<file path="src/include/afe_params.svh">
// register offsets, reset values and widths of the analog front end control
`ifndef AFE_PARAMS_SVH
`define AFE_PARAMS_SVH

// ****************************************************************
// register offsets (byte addresses)
// ****************************************************************
`define AFE_OFF_PRIM_CFG   8'h00
`define AFE_OFF_AUX_CFG    8'h04
`define AFE_OFF_CUR_CFG    8'h08
`define AFE_OFF_STATUS     8'h0c
`define AFE_OFF_PRIM_RES   8'h10
`define AFE_OFF_AUX_RES    8'h14

// ****************************************************************
// reset values and widths
// ****************************************************************
`define AFE_PRIM_CFG_RST   6'h00
`define AFE_AUX_CFG_RST    3'h0
`define AFE_CUR_CFG_RST    5'h00
`define AFE_PRIM_RES_W     24
`define AFE_AUX_RES_W      16
`define AFE_RESP_OKAY      2'h0
`define AFE_RESP_SLVERR    2'h2

`endif

</file>
<file path="src/include/afe_pkg.sv">
// types shared by the analog front end control files
package afe_pkg;

    typedef enum logic [1:0] {
        PRIM_CH_1_2,
        PRIM_CH_3_4,
        PRIM_CH_3_2,
        PRIM_CH_2_2
    } afe_prim_chan_type;

    typedef enum logic [1:0] {
        AUX_PIN_3,
        AUX_PIN_4,
        AUX_PIN_5,
        AUX_TEMP
    } afe_aux_chan_type;

    typedef enum logic [1:0] {
        SETTLE_WAIT0,
        SETTLE_WAIT1,
        SETTLE_DONE
    } afe_settle_state_type;

    // primary_converter_control layout
    typedef struct packed {
        afe_prim_chan_type chan;
        logic              unipolar;
        logic [2:0]        gain_range;
    } afe_prim_cfg_type;

    // auxiliary_converter_control layout
    typedef struct packed {
        logic             unipolar;
        afe_aux_chan_type chan;
    } afe_aux_cfg_type;

    // current_source_control layout
    typedef struct packed {
        logic burnout_current_enable;
        logic exc_comb_to_b;
        logic exc_combine;
        logic exc_b_en;
        logic exc_a_en;
    } afe_cur_cfg_type;

    // controls toward the analog pins (pins 1..4 in bits 0..3)
    typedef struct packed {
        logic [3:0]       prim_pos_sel;
        logic [3:0]       prim_neg_sel;
        logic [2:0]       gain_stage;
        afe_aux_chan_type aux_src;
        logic [3:0]       burn_src;
        logic [3:0]       burn_snk;
        logic [1:0]       exc_a_units;
        logic [1:0]       exc_b_units;
    } afe_front_type;

endpackage

</file>
<file path="src/rtl/afe_settle.sv">
// settling sequencer: lets results through after two filter outputs
`timescale 1ns/100ps
module afe_settle (
    input  wire logic aclk,
    input  wire logic aresetn,
    input  wire logic restart,
    input  wire logic conv_done,
    output logic      settled,
    output logic      accept
);
    import afe_pkg::*;

    afe_settle_state_type state_q;

    // ****************************************************************
    // sequence
    // ****************************************************************
    // two outputs before valid
    always_ff @(posedge aclk) begin
        if (!aresetn || restart) begin
            state_q <= SETTLE_WAIT0;
        end else if (conv_done) begin
            unique case (state_q)
                SETTLE_WAIT0: state_q <= SETTLE_WAIT1;
                SETTLE_WAIT1: state_q <= SETTLE_DONE;
                SETTLE_DONE:  state_q <= SETTLE_DONE;
                default:      state_q <= SETTLE_WAIT0;
            endcase
        end
    end

    // the second output after a restart already averages two chops
    assign settled = (state_q == SETTLE_DONE);
    assign accept  = conv_done && !restart && (state_q != SETTLE_WAIT0);
endmodule

</file>
<file path="src/rtl/afe_ctrl.sv">
// analog front end control with an AXI4-Lite register slave
//
// What this block does
// primary selects three pairs or shorted pin two
// auxiliary selects pin three, four, five, temperature
// no valid result before settling after switch
// eight doubling primary gain ranges from smallest
// auxiliary has one fixed range, no gain
// per-converter unipolar bit changes only coding
// unipolar result is straight binary
// bipolar result is offset binary
// one bit switches both burnout sources
// burnout currents follow selected primary pair
// software reads full-scale open, zero shorted
// two excitation sources, separate or combined
// first result after two conversion periods
// setting change restarts settling, hides ready
`timescale 1ns/100ps
`include "afe_params.svh"
module afe_ctrl (
    input  wire logic                 aclk,
    input  wire logic                 aresetn,
    input  wire logic [7:0]           s_axi_awaddr,
    input  wire logic                 s_axi_awvalid,
    output logic                      s_axi_awready,
    input  wire logic [31:0]          s_axi_wdata,
    input  wire logic [3:0]           s_axi_wstrb,
    input  wire logic                 s_axi_wvalid,
    output logic                      s_axi_wready,
    output logic [1:0]                s_axi_bresp,
    output logic                      s_axi_bvalid,
    input  wire logic                 s_axi_bready,
    input  wire logic [7:0]           s_axi_araddr,
    input  wire logic                 s_axi_arvalid,
    output logic                      s_axi_arready,
    output logic [31:0]               s_axi_rdata,
    output logic [1:0]                s_axi_rresp,
    output logic                      s_axi_rvalid,
    input  wire logic                 s_axi_rready,
    input  wire logic [23:0]          prim_sample,
    input  wire logic                 prim_sample_valid,
    input  wire logic [15:0]          aux_sample,
    input  wire logic                 aux_sample_valid,
    output afe_pkg::afe_front_type    front,
    output logic                      prim_result_ready,
    output logic                      aux_result_ready
);
    import afe_pkg::*;

    // ****************************************************************
    // declarations
    // ****************************************************************
    afe_prim_cfg_type prim_cfg_q;
    afe_aux_cfg_type  aux_cfg_q;
    afe_cur_cfg_type  cur_cfg_q;
    logic             aw_hold_q;
    logic             w_hold_q;
    logic [7:0]       awaddr_q;
    logic [31:0]      wdata_q;
    logic             wstrb0_q;
    logic             bvalid_q;
    logic [1:0]       bresp_q;
    logic             rvalid_q;
    logic [1:0]       rresp_q;
    logic [31:0]      rdata_q;
    logic [23:0]      prim_result_q;
    logic [15:0]      aux_result_q;
    logic             prim_ready_q;
    logic             aux_ready_q;
    logic             do_wr;
    logic             do_rd;
    logic             wr_hit;
    logic             wr_prim;
    logic             wr_aux;
    logic             wr_cur;
    logic             prim_restart;
    logic             aux_restart;
    logic             prim_settled;
    logic             aux_settled;
    logic             prim_store;
    logic             aux_store;
    logic [23:0]      aux_coded;
    logic [7:0]       aux_pad;
    logic [3:0]       pos_sel;
    logic [3:0]       neg_sel;
    logic [1:0]       exc_sum;
    logic [31:0]      rd_mux;
    logic             rd_hit;

    // result coding from the filter's two's complement value
    function automatic logic [23:0] afe_code(input logic [23:0] v,
                                             input logic        uni);
        logic [23:0] r;
        r = {~v[23], v[22:0]};
        if (uni) begin
            if (v[23]) begin
                r = 24'h000000;
            end else if (v[22:0] == 23'h7fffff) begin
                r = 24'hffffff;
            end else begin
                r = {v[22:0], 1'b0};
            end
        end
        return r;
    endfunction

    // ****************************************************************
    // axi4-lite write channel
    // ****************************************************************
    assign s_axi_awready = !aw_hold_q;
    assign s_axi_wready  = !w_hold_q;
    assign s_axi_bvalid  = bvalid_q;
    assign s_axi_bresp   = bresp_q;
    assign do_wr  = aw_hold_q && w_hold_q && !bvalid_q;
    assign wr_hit = (awaddr_q == `AFE_OFF_PRIM_CFG) ||
                    (awaddr_q == `AFE_OFF_AUX_CFG)  ||
                    (awaddr_q == `AFE_OFF_CUR_CFG)  ||
                    (awaddr_q == `AFE_OFF_STATUS)   ||
                    (awaddr_q == `AFE_OFF_PRIM_RES) ||
                    (awaddr_q == `AFE_OFF_AUX_RES);
    // only byte lane 0 carries control fields
    assign wr_prim = do_wr && wstrb0_q && awaddr_q == `AFE_OFF_PRIM_CFG;
    assign wr_aux  = do_wr && wstrb0_q && awaddr_q == `AFE_OFF_AUX_CFG;
    assign wr_cur  = do_wr && wstrb0_q && awaddr_q == `AFE_OFF_CUR_CFG;

    always_ff @(posedge aclk) begin
        if (!aresetn) begin
            aw_hold_q <= 1'b0;
            awaddr_q  <= 8'h00;
        end else if (do_wr) begin
            aw_hold_q <= 1'b0;
        end else if (s_axi_awvalid && !aw_hold_q) begin
            aw_hold_q <= 1'b1;
            awaddr_q  <= {s_axi_awaddr[7:2], 2'b00};
        end
    end

    always_ff @(posedge aclk) begin
        if (!aresetn) begin
            w_hold_q <= 1'b0;
            wdata_q  <= 32'h00000000;
            wstrb0_q <= 1'b0;
        end else if (do_wr) begin
            w_hold_q <= 1'b0;
        end else if (s_axi_wvalid && !w_hold_q) begin
            w_hold_q <= 1'b1;
            wdata_q  <= s_axi_wdata;
            wstrb0_q <= s_axi_wstrb[0];
        end
    end

    always_ff @(posedge aclk) begin
        if (!aresetn) begin
            bvalid_q <= 1'b0;
            bresp_q  <= `AFE_RESP_OKAY;
        end else if (do_wr) begin
            bvalid_q <= 1'b1;
            bresp_q  <= wr_hit ? `AFE_RESP_OKAY : `AFE_RESP_SLVERR;
        end else if (s_axi_bready) begin
            bvalid_q <= 1'b0;
        end
    end

    // ****************************************************************
    // configuration registers
    // ****************************************************************
    // changed channel, range or coding restarts settling
    assign prim_restart = wr_prim &&
                          (wdata_q[5:0] != prim_cfg_q);
    assign aux_restart  = wr_aux && (wdata_q[2:0] != aux_cfg_q);

    always_ff @(posedge aclk) begin
        if (!aresetn) begin
            prim_cfg_q <= `AFE_PRIM_CFG_RST;
            aux_cfg_q  <= `AFE_AUX_CFG_RST;
            cur_cfg_q  <= `AFE_CUR_CFG_RST;
        end else begin
            if (wr_prim) begin
                prim_cfg_q <= wdata_q[5:0];
            end
            if (wr_aux) begin
                aux_cfg_q <= wdata_q[2:0];
            end
            if (wr_cur) begin
                cur_cfg_q <= wdata_q[4:0];
            end
        end
    end

    // ****************************************************************
    // settling and results
    // ****************************************************************
    // results gated until settled
    afe_settle u_prim_settle (
        .aclk      (aclk),
        .aresetn   (aresetn),
        .restart   (prim_restart),
        .conv_done (prim_sample_valid),
        .settled   (prim_settled),
        .accept    (prim_store)
    );

    afe_settle u_aux_settle (
        .aclk      (aclk),
        .aresetn   (aresetn),
        .restart   (aux_restart),
        .conv_done (aux_sample_valid),
        .settled   (aux_settled),
        .accept    (aux_store)
    );

    // unipolar bit only picks the coding
    // pad a full-scale word with ones so it still codes as all ones
    assign aux_pad   = (aux_sample == 16'h7fff) ? 8'hff : 8'h00;
    assign aux_coded = afe_code({aux_sample, aux_pad}, aux_cfg_q.unipolar);

    always_ff @(posedge aclk) begin
        if (!aresetn) begin
            prim_result_q <= 24'h000000;
            aux_result_q  <= 16'h0000;
        end else begin
            if (prim_store) begin
                prim_result_q <= afe_code(prim_sample, prim_cfg_q.unipolar);
            end
            if (aux_store) begin
                aux_result_q <= aux_coded[23:8];
            end
        end
    end

    // ready dropped on restart; a new result beats a read clear
    always_ff @(posedge aclk) begin
        if (!aresetn) begin
            prim_ready_q <= 1'b0;
            aux_ready_q  <= 1'b0;
        end else begin
            if (prim_store) begin
                prim_ready_q <= 1'b1;
            end else if (prim_restart ||
                         (do_rd && s_axi_araddr[7:2] == 6'h04)) begin
                prim_ready_q <= 1'b0;
            end
            if (aux_store) begin
                aux_ready_q <= 1'b1;
            end else if (aux_restart ||
                         (do_rd && s_axi_araddr[7:2] == 6'h05)) begin
                aux_ready_q <= 1'b0;
            end
        end
    end

    assign prim_result_ready = prim_ready_q;
    assign aux_result_ready  = aux_ready_q;

    // ****************************************************************
    // axi4-lite read channel
    // ****************************************************************
    assign s_axi_arready = !rvalid_q;
    assign s_axi_rvalid  = rvalid_q;
    assign s_axi_rdata   = rdata_q;
    assign s_axi_rresp   = rresp_q;
    assign do_rd = s_axi_arvalid && !rvalid_q;

    always_comb begin
        rd_mux = 32'h00000000;
        rd_hit = 1'b1;
        unique case ({s_axi_araddr[7:2], 2'b00})
            `AFE_OFF_PRIM_CFG: rd_mux[5:0]  = prim_cfg_q;
            `AFE_OFF_AUX_CFG:  rd_mux[2:0]  = aux_cfg_q;
            `AFE_OFF_CUR_CFG:  rd_mux[4:0]  = cur_cfg_q;
            `AFE_OFF_STATUS:   rd_mux[3:0]  = {aux_settled, prim_settled,
                                               aux_ready_q, prim_ready_q};
            `AFE_OFF_PRIM_RES: rd_mux[23:0] = prim_result_q;
            `AFE_OFF_AUX_RES:  rd_mux[15:0] = aux_result_q;
            default:           rd_hit       = 1'b0;
        endcase
    end

    always_ff @(posedge aclk) begin
        if (!aresetn) begin
            rvalid_q <= 1'b0;
            rdata_q  <= 32'h00000000;
            rresp_q  <= `AFE_RESP_OKAY;
        end else if (do_rd) begin
            rvalid_q <= 1'b1;
            rdata_q  <= rd_mux;
            rresp_q  <= rd_hit ? `AFE_RESP_OKAY : `AFE_RESP_SLVERR;
        end else if (s_axi_rready) begin
            rvalid_q <= 1'b0;
        end
    end

    // ****************************************************************
    // analog pin controls
    // ****************************************************************
    // primary pair routing, shorted input on pin two
    always_comb begin
        pos_sel = 4'h1;
        neg_sel = 4'h2;
        unique case (prim_cfg_q.chan)
            PRIM_CH_1_2: begin
                pos_sel = 4'h1;
                neg_sel = 4'h2;
            end
            PRIM_CH_3_4: begin
                pos_sel = 4'h4;
                neg_sel = 4'h8;
            end
            PRIM_CH_3_2: begin
                pos_sel = 4'h4;
                neg_sel = 4'h2;
            end
            PRIM_CH_2_2: begin
                pos_sel = 4'h2;
                neg_sel = 4'h2;
            end
        endcase
    end

    assign front.prim_pos_sel = pos_sel;
    assign front.prim_neg_sel = neg_sel;

    // gain range straight to the gain stage
    assign front.gain_stage = prim_cfg_q.gain_range;
    // auxiliary source; no gain path exists for it
    assign front.aux_src    = aux_cfg_q.chan;

    // burnout pair follows the selected pins
    for (genvar i = 0; i < 4; i++) begin : g_burn
        assign front.burn_src[i] = cur_cfg_q.burnout_current_enable &&
                                   pos_sel[i];
        assign front.burn_snk[i] = cur_cfg_q.burnout_current_enable &&
                                   neg_sel[i];
    end

    // separate sources, or both summed onto one pin
    assign exc_sum = {1'b0, cur_cfg_q.exc_a_en} +
                     {1'b0, cur_cfg_q.exc_b_en};
    assign front.exc_a_units = !cur_cfg_q.exc_combine ?
                               {1'b0, cur_cfg_q.exc_a_en} :
                               (cur_cfg_q.exc_comb_to_b ? 2'h0 : exc_sum);
    assign front.exc_b_units = !cur_cfg_q.exc_combine ?
                               {1'b0, cur_cfg_q.exc_b_en} :
                               (cur_cfg_q.exc_comb_to_b ? exc_sum : 2'h0);
endmodule

</file>
<file path="config.mk">
export PLATFORM = sky130hd
export DESIGN_NAME = afe_ctrl
export DESIGN_NICKNAME = d
export VERILOG_FILES = /design/src/include/afe_pkg.sv /design/src/rtl/afe_settle.sv /design/src/rtl/afe_ctrl.sv
export VERILOG_INCLUDE_DIRS = /design/src /design/src/include
export SDC_FILE = /design/constraint.sdc
export NUM_CORES = 1
export LEC_CHECK = 0
export ABC_AREA = 1
export BUFFER_PORTS_ARGS = -buffer_cell sky130_fd_sc_hd__buf_2
export CELL_PAD_IN_SITES_DETAIL_PLACEMENT = 2
export CELL_PAD_IN_SITES_GLOBAL_PLACEMENT = 2
export CORE_MARGIN = 2
export CORE_UTILIZATION = 30
export CTS_BUF_LIST = sky130_fd_sc_hd__clkbuf_4
export DETAILED_ROUTE_END_ITERATION = 7
export GPL_TIMING_DRIVEN = 0
export MAX_ROUTING_LAYER = met4
export PLACE_DENSITY = 0.85
export SLEW_MARGIN = 10
export SYNTH_ARGS = -nofsm -noshare
export SYNTH_HDL_FRONTEND = slang
export SYNTH_HIERARCHICAL = 1
export SYNTH_SLANG_ARGS = --single-unit
export TNS_END_PERCENT = 10
</file>
<file path="constraint.sdc">
create_clock -name aclk -period 6.56 [get_ports aclk]
set_clock_uncertainty 0.1 [all_clocks]
set_input_delay 1.312 -clock aclk [delete_from_list [all_inputs] [get_ports aclk]]
set_output_delay 1.312 -clock aclk [all_outputs]
set_load 0.02 [all_outputs]
</file>
==> run summary, run 1 <==
====================================================================================================
Yosys warning total ...................................................................            6
Maximum capacitance violations ........................................................            0
Total number of clock tree sinks ......................................................          103
Width of the die ...................................................................... 134.2 microns
# H-tree levels .......................................................................            3
Area of the multi-input gates .........................................................   2416 sq um
Post-detailed-route via-to-cell ratio .................................................        4.917
Overall routing resource usage ........................................................       21.97%
Outcome ............................................................................... finished, final reports clean
Pin count of the biggest net entering global routing ..................................           17
Cell total after placement ............................................................        1,081
Leakage power figure ..................................................................     2.901 nW
Latest clock arrival within the worst-skew pair .......................................      0.50 ns
I/O pin cnt ...........................................................................          169
HPWL after detailed placement ......................................................... 14,680 microns
Root buf cell ......................................................................... sky130_fd_sc_hd__clkbuf_4
Required arrival time at the worst endpoint ...........................................      6.86 ns
IR Drop Worst-Case VDD ................................................................   0.08155 mV
Number of stages on the worst hold path ...............................................            2
Final Hold Violating Endpoints ........................................................            0
Global-route wire length before repair ................................................ 30,080 microns
Critical-path cell list ............................................................... buf_4 -> inv_1 -> buf_4 -> nand2_1 -> nand2_1 -> nor2_1 -> a31oi_1 -> nor3_1 -> inv_2 -> clkbuf_1 -> a221oi_1
Total congestion overflow .............................................................            0
Via count .............................................................................        5,399
Post-synth cell types .................................................................           32
Number of standard cells after synthesis ..............................................          727
First-pass iteration count of the detailed router .....................................            4
Post-route DRC ........................................................................            0
Crit end category .....................................................................    flip-flop
Setup CP Type ......................................................................... flip-flop to flip-flop
Path class of the lowest-slack min-delay path ......................................... flip-flop to flip-flop
Area of the mapped netlist ............................................................   5085 sq um
Final net count .......................................................................          983
Antenna violations before repair ......................................................            1
Commonest non-fill, non-tap cell in the layout ........................................ sky130_fd_sc_hd__nand2_1
CTS Buffer Depth ......................................................................            2
TritonCTS clock tree ..................................................................         done
Data arrival time of the worst path ...................................................      3.48 ns
Number of setup violations in the final report ........................................            0
Placeable Area ........................................................................ 16,580 sq um
Pwr/cell area ......................................................................... 222.0 nW/um^2
Max-slew violation total from the final report ........................................            0
Seq/Total Area, Yosys .................................................................       40.55%
1st-iter DRT viols ....................................................................          231
RSZ-0062 raised after global routing ..................................................        false
FP Rows ...............................................................................           47
Share of cells above drive strength 1 .................................................       20.75%
Post-CTS Resized ......................................................................            0
Number of cells in the finished layout apart from fillers .............................        1,098
Portion of the clock cycle consumed by the worst path in the final layout .............       48.46%
Clock-pin slew reported for the worst setup and hold paths after clock tree synthesis .      0.16 ns
Starting Density ......................................................................       30.66%
FF+latch count, synth .................................................................          103
Slowest CP cell ....................................................................... sky130_fd_sc_hd__nor3_1
Hold Path Origin ...................................................................... s_axi_bresp[1]
Number of antenna-violating nets in the routed design .................................            0
IO buf count ..........................................................................          119
Highest clock rate ....................................................................    314.6 MHz
Length in cells of the worst reg-to-reg path ..........................................           11
Die footprint ......................................................................... 18,010 sq um
Sequential cell area ..................................................................   2062 sq um
Beginning of the worst register-to-register path ...................................... prim_cfg_q[3]
Critical path fanouts, max ............................................................           10
Total wire length after detailed routing .............................................. 18,720 microns
Die span in y ......................................................................... 134.2 microns
Mean area per synthesized cell ........................................................  6.994 sq um
Slew at the pin closest to its max-slew limit .........................................    0.9441 ns
Via count of the first global-routing pass ............................................        5,627
Setup TNS Final .......................................................................         0 ns
Post-route minimum period .............................................................     3.179 ns
Crit path launch type .................................................................    flip-flop
Wire per inst ......................................................................... 17.05 microns
CTS Hold Bufs .........................................................................            0
Layout fillers ........................................................................        2,070
Post-layout utilization of the core ...................................................       37.63%
Num CTS Buffers .......................................................................            9
Worst-case headroom to the max-slew limit .............................................       36.57%
Final weighted congestion of routability-driven global placement ......................       0.8260
CP max stage delay ....................................................................      0.82 ns
Number of setup buffers added after CTS ...............................................            0
Relative area change from synthesis to final layout ...................................       22.74%
Most frequent cells in the layout ..................................................... sky130_fd_sc_hd__nand2_1 (150), sky130_fd_sc_hd__buf_2 (121), sky130_fd_sc_hd__dfxtp_1 (103)
Launch point of the critical path ..................................................... prim_cfg_q[3]
====================================================================================================
per-layer routing:
metal / wire [microns] / vias to the layer above / track usage (%)
met5: 0 / - / -
met4: 256 / 0 / 4.912
met3: 664 / 19 / 3.779
met2: 9140 / 112 / 36.56
met1: 8655 / 2641 / 27.99
li1: - / 2627 / -
through the flow:
stage | hold WS [ns] | instance area (sq um) | setup slack (ns) | total power, W
finish | 0.3768 | 6241 | 3.381 | 0.001385
global route | 0.3995 | 6241 | 3.108 | 0.001452
CTS | 0.3809 | 6238 | 3.392 | 0.001393
detailed placement | 0.3594 | 6012 | 3.121 | 0.0008986
global placement | 0.3490 | 6012 | 3.210 | 0.0008897
floorplan | 0.3355 | 5141 | 3.964 | 0.0008126
path summary, 6_finish.rpt:
kind	endpoint	slack (ns)
hold / removal	s_axi_bresp[1]	0.38
setup / recovery	prim_result_q[9]	3.38
hold reg to reg	s_axi_bresp[1]	0.38
setup reg to reg	prim_result_q[9]	3.38
critical path, delay by kind of cell (launching register included):
family / cells / cell delay, ns
and+or+nand+nor: 4 / 1.07
AOI/OAI and AO/OA: 2 / 0.54
DFF: 1 / 0.35
buffers and inverters: 5 / 1.02
report_power, final:
| group | internal, W | switching, W |
|---|---|---|
| clock network | 0.000268 | 0.000231 |
| logic | 0.0000680 | 0.000132 |
| registers | 0.000662 | 0.0000239 |
flip-flops by register name, indices dropped and copies added (netlist names), 3 cells and up:
register and cells:
prim_cfg_q 3, prim_result_q 24, awaddr_q 6, front 5, wdata_q 6, s_axi_rdata 24
aux_result_q 16, cur_cfg_q 5
synth_stat cells:
master                     number  area (sq um)
sky130_fd_sc_hd__inv_2          4         15.01
sky130_fd_sc_hd__nor3_1         7         35.03
sky130_fd_sc_hd__o211ai_1       8         60.06
sky130_fd_sc_hd__a31o_2         1         8.760
sky130_fd_sc_hd__nor2_4         2         22.52
sky130_fd_sc_hd__ha_1          10         125.1
sky130_fd_sc_hd__nand2_4        2         22.52
sky130_fd_sc_hd__nor2_1        61         229.0
sky130_fd_sc_hd__a31oi_1        2         12.51
sky130_fd_sc_hd__and3_1         1         6.260
sky130_fd_sc_hd__xnor2_1        3         26.28
sky130_fd_sc_hd__nand2_1      150         563.0
sky130_fd_sc_hd__o22ai_1        5         31.28
sky130_fd_sc_hd__o21a_1         2         15.01
sky130_fd_sc_hd__o21ai_0       71         355.3
sky130_fd_sc_hd__inv_1         91         341.6
sky130_fd_sc_hd__nor2_2         3         18.77
sky130_fd_sc_hd__dfxtp_1      103          2062
sky130_fd_sc_hd__buf_6          1         11.26
sky130_fd_sc_hd__conb_1         1         3.750
sky130_fd_sc_hd__clkinv_1       2         7.510
sky130_fd_sc_hd__buf_2          2         10.01
sky130_fd_sc_hd__clkbuf_1      18         67.56
sky130_fd_sc_hd__nand4_1        8         50.05
sky130_fd_sc_hd__a21oi_1      101         505.5
sky130_fd_sc_hd__nand3_2        1         10.01
sky130_fd_sc_hd__nor2_8         1         20.02
sky130_fd_sc_hd__nand2_2        2         12.51
sky130_fd_sc_hd__or2_2          1         6.260
sky130_fd_sc_hd__a221oi_1      12         105.1
sky130_fd_sc_hd__buf_4         28         210.2
sky130_fd_sc_hd__nand3_1       23         115.1
area by class of cell:
cell class,instances,share of cell area (%)
Antenna cell,1,0.04010
Clock inverter,7,2.546
Tap cell,220,4.411
Timing Repair Buffer,119,9.543
Clock buffer,9,1.083
Sequential cell,103,33.04
Multi-Input combinational cell,493,38.71
Inverter,97,5.834
Buffer,49,4.791
cells by family after synthesis:
logic type | after synthesis | synth area share (%)
xor gates and xnor gates | 3 | 0.5168
DFF | 103 | 40.55
adders and majority gates | 10 | 2.461
and+or+nand+nor | 262 | 21.85
buffers and inverters | 146 | 13.04
other | 1 | 0.07375
AOI/OAI and AO/OA | 202 | 21.51
Note: power is estimated with default switching activity, not from simulation.
==> run 2, diff against run 1 <==
- CORE_UTILIZATION: 30 -> 25
- PLACE_DENSITY: 0.85 -> 0.75
- clock period: 6.56 -> 2.6 ns (I/O delays scaled with it)
==> run 2 against run 1 <==
Total power is 130% higher. Register-to-register slack worse by 3.2 ns. Setup slack worse by 3.2 ns. Global-route usage is 3.8 points lower. Critical path type unchanged. Largest power group unchanged.
==> run summary, run 2 (synthesized netlist as in run 1, its figures left out) <==
====================================================================================================
Path class of the lowest-slack min-delay path ......................................... input pin to flip-flop   was flip-flop to flip-flop
Final weighted congestion of routability-driven global placement ......................       0.8214   was 0.8260
FP Rows ...............................................................................           52   was 47
I/O pin cnt ...........................................................................          169   unchanged
Number of antenna-violating nets in the routed design .................................            0   unchanged
Die footprint ......................................................................... 21,500 sq um   was 18,010 sq um
Layout fillers ........................................................................        2,474   was 2,070
Global-route wire length before repair ................................................ 30,130 microns   was 30,080 microns
Crit path launch type .................................................................    flip-flop   unchanged
Beginning of the worst register-to-register path ...................................... prim_cfg_q[3]   unchanged
Wire per inst ......................................................................... 16.30 microns   was 17.05 microns
Leakage power figure ..................................................................     2.883 nW   was 2.901 nW
Launch point of the critical path ..................................................... prim_cfg_q[3]   unchanged
Final Hold Violating Endpoints ........................................................            0   unchanged
Hold Path Origin ...................................................................... s_axi_wdata[0]   was s_axi_bresp[1]
Number of setup violations in the final report ........................................            0   unchanged
Total wire length after detailed routing .............................................. 18,750 microns   was 18,720 microns
CTS Hold Bufs .........................................................................            0   unchanged
Critical path fanouts, max ............................................................           10   unchanged
Data arrival time of the worst path ...................................................      2.70 ns   was 3.48 ns
Critical-path cell list ............................................................... buf_4 -> inv_1 -> buf_4 -> nand2_1 -> nand2_1 -> nor2_2 -> a31oi_4 -> nor3_4 -> inv_2 -> clkbuf_2 -> a21oi_1 -> a21oi_1   was buf_4 -> inv_1 -> buf_4 -> nand2_1 -> nand2_1 -> nor2_1 -> a31oi_1 -> nor3_1 -> inv_2 -> clkbuf_1 -> a221oi_1
First-pass iteration count of the detailed router .....................................            4   unchanged
Num CTS Buffers .......................................................................            9   unchanged
Total congestion overflow .............................................................            0   unchanged
Pwr/cell area ......................................................................... 500.8 nW/um^2   was 222.0 nW/um^2
Share of cells above drive strength 1 .................................................       22.32%   was 20.75%
CP max stage delay ....................................................................      0.34 ns   was 0.82 ns
Root buf cell ......................................................................... sky130_fd_sc_hd__clkbuf_4   unchanged
IO buf count ..........................................................................          119   unchanged
Maximum capacitance violations ........................................................            0   unchanged
Commonest non-fill, non-tap cell in the layout ........................................ sky130_fd_sc_hd__nand2_1   unchanged
Starting Density ......................................................................       25.29%   was 30.66%
Final net count .......................................................................          984   was 983
Crit end category .....................................................................    flip-flop   unchanged
IR Drop Worst-Case VDD ................................................................    0.2023 mV   was 0.08155 mV
Max-slew violation total from the final report ........................................            0   unchanged
Portion of the clock cycle consumed by the worst path in the final layout .............       93.00%   was 48.46%
Highest clock rate ....................................................................    413.6 MHz   was 314.6 MHz
Cell total after placement ............................................................        1,131   was 1,081
TritonCTS clock tree ..................................................................         done   unchanged
Slew at the pin closest to its max-slew limit .........................................    0.6605 ns   was 0.9441 ns
# H-tree levels .......................................................................            3   unchanged
1st-iter DRT viols ....................................................................          214   was 231
Pin count of the biggest net entering global routing ..................................           17   unchanged
Via count .............................................................................        5,288   was 5,399
Setup CP Type ......................................................................... flip-flop to flip-flop   unchanged
Relative area change from synthesis to final layout ...................................       23.77%   was 22.74%
Required arrival time at the worst endpoint ...........................................      2.88 ns   was 6.86 ns
Setup TNS Final .......................................................................         0 ns   unchanged
Post-route DRC ........................................................................            0   unchanged
Total number of clock tree sinks ......................................................          103   unchanged
Most frequent cells in the layout ..................................................... sky130_fd_sc_hd__nand2_1 (150), sky130_fd_sc_hd__buf_2 (121), sky130_fd_sc_hd__dfxtp_1 (103)   unchanged
Number of cells in the finished layout apart from fillers .............................        1,150   was 1,098
Width of the die ...................................................................... 146.6 microns   was 134.2 microns
Clock-pin slew reported for the worst setup and hold paths after clock tree synthesis .      0.16 ns   about the same
Post-route minimum period .............................................................     2.418 ns   was 3.179 ns
Antenna violations before repair ......................................................            2   was 1
CTS Buffer Depth ......................................................................            2   unchanged
Via count of the first global-routing pass ............................................        5,523   was 5,627
Outcome ............................................................................... finished, final reports clean   unchanged
Die span in y ......................................................................... 146.6 microns   was 134.2 microns
Slowest CP cell ....................................................................... sky130_fd_sc_hd__dfxtp_1   was sky130_fd_sc_hd__nor3_1
Overall routing resource usage ........................................................       18.19%   was 21.97%
Worst-case headroom to the max-slew limit .............................................       55.97%   was 36.57%
Latest clock arrival within the worst-skew pair .......................................      0.50 ns   about the same
Post-detailed-route via-to-cell ratio .................................................        4.598   was 4.917
HPWL after detailed placement ......................................................... 14,940 microns   was 14,680 microns
Placeable Area ........................................................................ 20,100 sq um   was 16,580 sq um
====================================================================================================
## run 2: stage by stage
step	util (%)	setup slack (ns)	hold WS (ns)	area, sq um	total power [W]
after detailed placement	30.22	-0.6950	0.3535	6075	0.002266
final	31.30	0.1819	0.1495	6294	0.003152
after global placement	30.22	-0.5968	0.3472	6075	0.002251
after global routing	31.30	-0.005395	0.1370	6294	0.003335
after floorplan	-	0.3072	0.3355	5141	0.002050
after CTS	31.18	0.01264	0.1160	6269	0.003190
## run 2: area by class of cell
cell class	count	area [sq um]	share of cell area [%]
antenna	2	5.005	0.07952
buffer	48	300.3	4.771
clock buffer	11	82.58	1.312
clock inverter	5	58.81	0.9344
inverter	97	365.4	5.805
multi-input combinational	493	2471	39.26
sequential	103	2062	32.76
tap	270	337.8	5.368
timing repair buffer	121	610.6	9.702
## run 2: critical path, delay by kind of cell, from the launching register on
kind | cells | cell delay, ns
buffers and inverters | 5 | 0.83
AOI/OAI and AO/OA | 3 | 0.49
DFF | 1 | 0.34
and+or+nand+nor | 4 | 0.54
## run 2: worst paths after layout
check	slack, ns	end	cells past startpoint
hold / removal	0.15	wdata_q[0]	3
setup / recovery	0.18	prim_result_q[5]	12
setup reg to reg	0.18	prim_result_q[5]	12
hold reg to reg	0.37	s_axi_rdata[19]	2
## run 2: where the power goes
group          switching (W)  internal (W)
clock               0.000591      0.000315
sequential         0.0000568       0.00167
combinational       0.000339      0.000179
total               0.000986       0.00217
## run 2: what timing repair did
action | in CTS | in global routing
gates resized for setup | 10 | 5
pin swaps | 1 | 0
setup endpoints to repair | 38 | 30
buffers inserted | 2 | 0
## run 2: metal layers
metal  vias up  GRT usage (%)  routed length (microns)
met5         -              -                        0
met1      2559          24.55                     9233
met3        12          2.594                      520
met2        89          29.15                     8802
met4         0          3.641                      191
li1       2628              -                        -
==> run 3, diff against run 2 <==
- ABC_AREA: 1 -> 0
- CORE_UTILIZATION: 25 -> 26
- PLACE_DENSITY: 0.75 -> 0.74
==> run 3 against run 2 <==
Core utilization rose by 1.5 points. Synthesized cell count is 14% lower. Sequential share of layout area shrank 0.15 points. Combinational power grew 18%. Critical endpoint is now prim_result_q[0].
==> run summary, run 3 <==
====================================================================================================
Parity-gate share of the synthesized area counting xor and xnor cells .................       1.544%   was 0.5167%
Area fraction in and, or, nand and nor cells after synthesis ..........................       20.86%   was 21.85%
Die footprint ......................................................................... 20,770 sq um   was 21,500 sq um
IO buf count ..........................................................................          119   unchanged
Post-synth cell types .................................................................           51   was 32
Number of standard cells after synthesis ..............................................          623   was 727
Area of the mapped netlist ............................................................   5105 sq um   was 5085 sq um
Mean area per synthesized cell ........................................................  8.194 sq um   was 6.994 sq um
Share of synthesized flip-flops with an asynchronous set or reset .....................           0%   unchanged
Top Family by Delay on Critical Path .................................................. simple AND/OR/NAND/NOR gates   was buffers and inverters
Clock-pin slew reported for the worst setup and hold paths after clock tree synthesis .      0.19 ns   was 0.16 ns
Outcome ............................................................................... finished, final reports clean   unchanged
Layout fillers ........................................................................        2,294   was 2,474
Total wire length after detailed routing .............................................. 18,910 microns   was 18,750 microns
Wire per inst ......................................................................... 18.11 microns   was 16.30 microns
Library cell with the largest summed area after synthesis ............................. sky130_fd_sc_hd__dfxtp_1   unchanged
Final weighted congestion of routability-driven global placement ......................       0.8444   was 0.8214
Die span in y ......................................................................... 144.1 microns   was 146.6 microns
Portion of the clock cycle consumed by the worst path in the final layout .............       96.61%   was 93.00%
Required arrival time at the worst endpoint ...........................................      2.84 ns   was 2.88 ns
Pwr/cell area ......................................................................... 502.6 nW/um^2   was 500.8 nW/um^2
Most numerous cell in the Yosys netlist ............................................... sky130_fd_sc_hd__dfxtp_1   was sky130_fd_sc_hd__nand2_1
Synth Area in Compound Gates ..........................................................       17.92%   was 21.51%
Worst-case headroom to the max-slew limit .............................................       34.07%   was 55.97%
Number of enable-type register cells in the synthesized netlist .......................            0   unchanged
Antenna violations before repair ......................................................            2   unchanged
Post-route minimum period .............................................................     2.512 ns   was 2.418 ns
Via count .............................................................................        4,982   was 5,288
Synthesized-area fraction occupied by adder cells .....................................       2.451%   was 2.461%
Sum of buffers and inverters on the critical path .....................................            3   was 5
Root buf cell ......................................................................... sky130_fd_sc_hd__clkbuf_4   unchanged
Slowest CP cell ....................................................................... sky130_fd_sc_hd__or4b_4   was sky130_fd_sc_hd__dfxtp_1
Most frequent cells in the layout ..................................................... sky130_fd_sc_hd__buf_2 (122), sky130_fd_sc_hd__dfxtp_1 (98), sky130_fd_sc_hd__nor2_1 (95)   was sky130_fd_sc_hd__nand2_1 (150), sky130_fd_sc_hd__buf_2 (121), sky130_fd_sc_hd__dfxtp_1 (103)
Main combinational cell family by area after synthesis ................................ simple AND/OR/NAND/NOR gates   unchanged
Setup TNS Final .......................................................................         0 ns   unchanged
CTS Hold Bufs .........................................................................            0   unchanged
Max-slew violation total from the final report ........................................            0   unchanged
Yosys top cell area share .............................................................       40.39%   was 40.55%
FP Rows ...............................................................................           51   was 52
Critical-path cell list ............................................................... or4b_4 -> or2_4 -> a2111oi_4 -> buf_4 -> nor3b_4 -> clkbuf_8 -> buf_6 -> o21ai_0 -> a21oi_1   was buf_4 -> inv_1 -> buf_4 -> nand2_1 -> nand2_1 -> nor2_2 -> a31oi_4 -> nor3_4 -> inv_2 -> clkbuf_2 -> a21oi_1 -> a21oi_1
Maximum capacitance violations ........................................................            0   unchanged
Crit path launch type .................................................................    flip-flop   unchanged
Width of the die ...................................................................... 144.1 microns   was 146.6 microns
Leakage power figure ..................................................................     2.705 nW   was 2.883 nW
Starting Density ......................................................................       26.40%   was 25.29%
Total congestion overflow .............................................................            0   unchanged
Seq/Total Area, Yosys .................................................................       40.39%   was 40.55%
Overall routing resource usage ........................................................       18.70%   was 18.19%
Latest clock arrival within the worst-skew pair .......................................      0.47 ns   was 0.50 ns
RSZ-0062 raised after global routing ..................................................         true
Num CTS Buffers .......................................................................            9   unchanged
Final net count .......................................................................          883   was 984
TritonCTS clock tree ..................................................................         done   unchanged
Total number of clock tree sinks ......................................................          103   unchanged
Final Hold Violating Endpoints ........................................................            0   unchanged
Data arrival time of the worst path ...................................................      2.76 ns   was 2.70 ns
Number of setup violations in the final report ........................................            0   unchanged
Yosys warning total ...................................................................            6   unchanged
I/O pin cnt ...........................................................................          169   unchanged
Most frequent cells after synthesis ................................................... sky130_fd_sc_hd__dfxtp_1 (103), sky130_fd_sc_hd__nor2_1 (95), sky130_fd_sc_hd__nand2_1 (45)   was sky130_fd_sc_hd__nand2_1 (150), sky130_fd_sc_hd__dfxtp_1 (103), sky130_fd_sc_hd__a21oi_1 (101)
CTS Buffer Depth ......................................................................            2   unchanged
FF+latch count, synth .................................................................          103   unchanged
Cell types with the largest area share after synthesis ................................ sky130_fd_sc_hd__dfxtp_1 (40%), sky130_fd_sc_hd__mux2i_1 (7.1%), sky130_fd_sc_hd__nor2_1 (7.0%)   was sky130_fd_sc_hd__dfxtp_1 (41%), sky130_fd_sc_hd__nand2_1 (11%), sky130_fd_sc_hd__a21oi_1 (9.9%)
Cell total after placement ............................................................        1,022   was 1,131
Placeable Area ........................................................................ 19,330 sq um   was 20,100 sq um
Share of cells above drive strength 1 .................................................       24.32%   was 22.32%
Flip-flop cell with the highest count after synthesis ................................. sky130_fd_sc_hd__dfxtp_1   unchanged
Commonest non-fill, non-tap cell in the layout ........................................ sky130_fd_sc_hd__buf_2   was sky130_fd_sc_hd__nand2_1
CP max stage delay ....................................................................      0.56 ns   was 0.34 ns
Number of antenna-violating nets in the routed design .................................            0   unchanged
Highest clock rate ....................................................................    398.1 MHz   was 413.6 MHz
Number of cells in the finished layout apart from fillers .............................        1,044   was 1,150
HPWL after detailed placement ......................................................... 15,120 microns   was 14,940 microns
Path class of the lowest-slack min-delay path ......................................... input pin to flip-flop   unchanged
Global-route wire length before repair ................................................ 29,220 microns   was 30,130 microns
Proportion of synthesized area in mux cells ...........................................       7.500%   was 0%
1st-iter DRT viols ....................................................................          205   was 214
Setup CP Type ......................................................................... flip-flop to flip-flop   unchanged
Slew at the pin closest to its max-slew limit .........................................    0.9813 ns   was 0.6605 ns
# H-tree levels .......................................................................            3   unchanged
Critical path fanouts, max ............................................................           10   unchanged
Crit end category .....................................................................    flip-flop   unchanged
Post-route DRC ........................................................................            0   unchanged
IR Drop Worst-Case VDD ................................................................    0.1537 mV   was 0.2023 mV
Post-detailed-route via-to-cell ratio .................................................        4.772   was 4.598
Relative area change from synthesis to final layout ...................................       24.22%   was 23.77%
Via count of the first global-routing pass ............................................        5,329   was 5,523
Pin count of the biggest net entering global routing ..................................           19   was 17
First-pass iteration count of the detailed router .....................................            4   unchanged
====================================================================================================
## run 3: changes by cell type after synthesis, sizes merged, moves of 7 or more
cell / before / now
nand2b: 0 / 7
nor2b: 0 / 20
o21ai: 71 / 45
o211ai: 8 / 1
o221ai: 0 / 21
clkbuf: 18 / 33
inv: 95 / 38
nand2: 154 / 45
xor2: 0 / 9
a21oi: 101 / 33
a211oi: 0 / 14
nand3: 24 / 12
mux2i: 0 / 36
nor2: 67 / 95
## run 3: per-stage QoR
| step | hold slack, ns | worst slack [ns] | cell area (sq um) | total power (W) | utilization (%) |
|---|---|---|---|---|---|
| after floorplan | 0.3269 | 0.2252 | 5161 | 0.002138 | - |
| after global placement | 0.3428 | -0.3696 | 6088 | 0.002353 | 31.49 |
| after detailed placement | 0.3472 | -0.4105 | 6088 | 0.002393 | 31.49 |
| after CTS | 0.07644 | 0.001245 | 6280 | 0.003194 | 32.48 |
| after global routing | 0.06789 | -0.02719 | 6341 | 0.003360 | 32.80 |
| final | 0.09292 | 0.08824 | 6341 | 0.003187 | 32.80 |
## run 3: cell type report
cell class | instances | area, sq um | share of cell area, %
inverter | 38 | 142.6 | 2.249
buffer | 64 | 356.6 | 5.624
multi-input combinational | 433 | 2688 | 42.38
antenna | 2 | 5.005 | 0.07893
tap | 265 | 331.6 | 5.229
clock buffer | 9 | 67.56 | 1.066
clock inverter | 7 | 56.30 | 0.8879
timing repair buffer | 123 | 625.6 | 9.866
sequential | 103 | 2068 | 32.62
## run 3: power by group
part	switching (W)	internal, W
Combinational	0.000378	0.000235
Sequential	0.0000880	0.00169
Clock	0.000594	0.000204
Total	0.00106	0.00213
## run 3: final timing paths
kind,to,start,slack (ns),cells after the start
worst min register to register,s_axi_rdata[22],s_axi_rdata[22],0.36,2
worst max-delay path,prim_result_q[0],awaddr_q[5],0.09,9
worst min-delay path,s_axi_rvalid,s_axi_rready,0.09,2
worst max register to register,prim_result_q[0],awaddr_q[5],0.09,9
## run 3: what timing repair did
action                                  CTS  global route
pin swaps                                 3             5
buffers inserted                          2             2
gates resized for setup                  14            23
endpoints found under the setup margin   42            37
## run 3: per-layer routing
layer	vias up	global-route usage, %	wire (microns)
met4	0	3.767	180
met1	2466	23.71	8558
met5	-	-	0
met2	78	32.46	9687
li1	2426	-	-
met3	12	1.921	479
## run 3: cell families after synthesis
group	count (synthesis)
adders and majority gates	10
DFF	103
xor gates and xnor gates	9
and+or+nand+nor	219
buffers and inverters	102
AOI/OAI and AO/OA	141
other	1
muxes	38
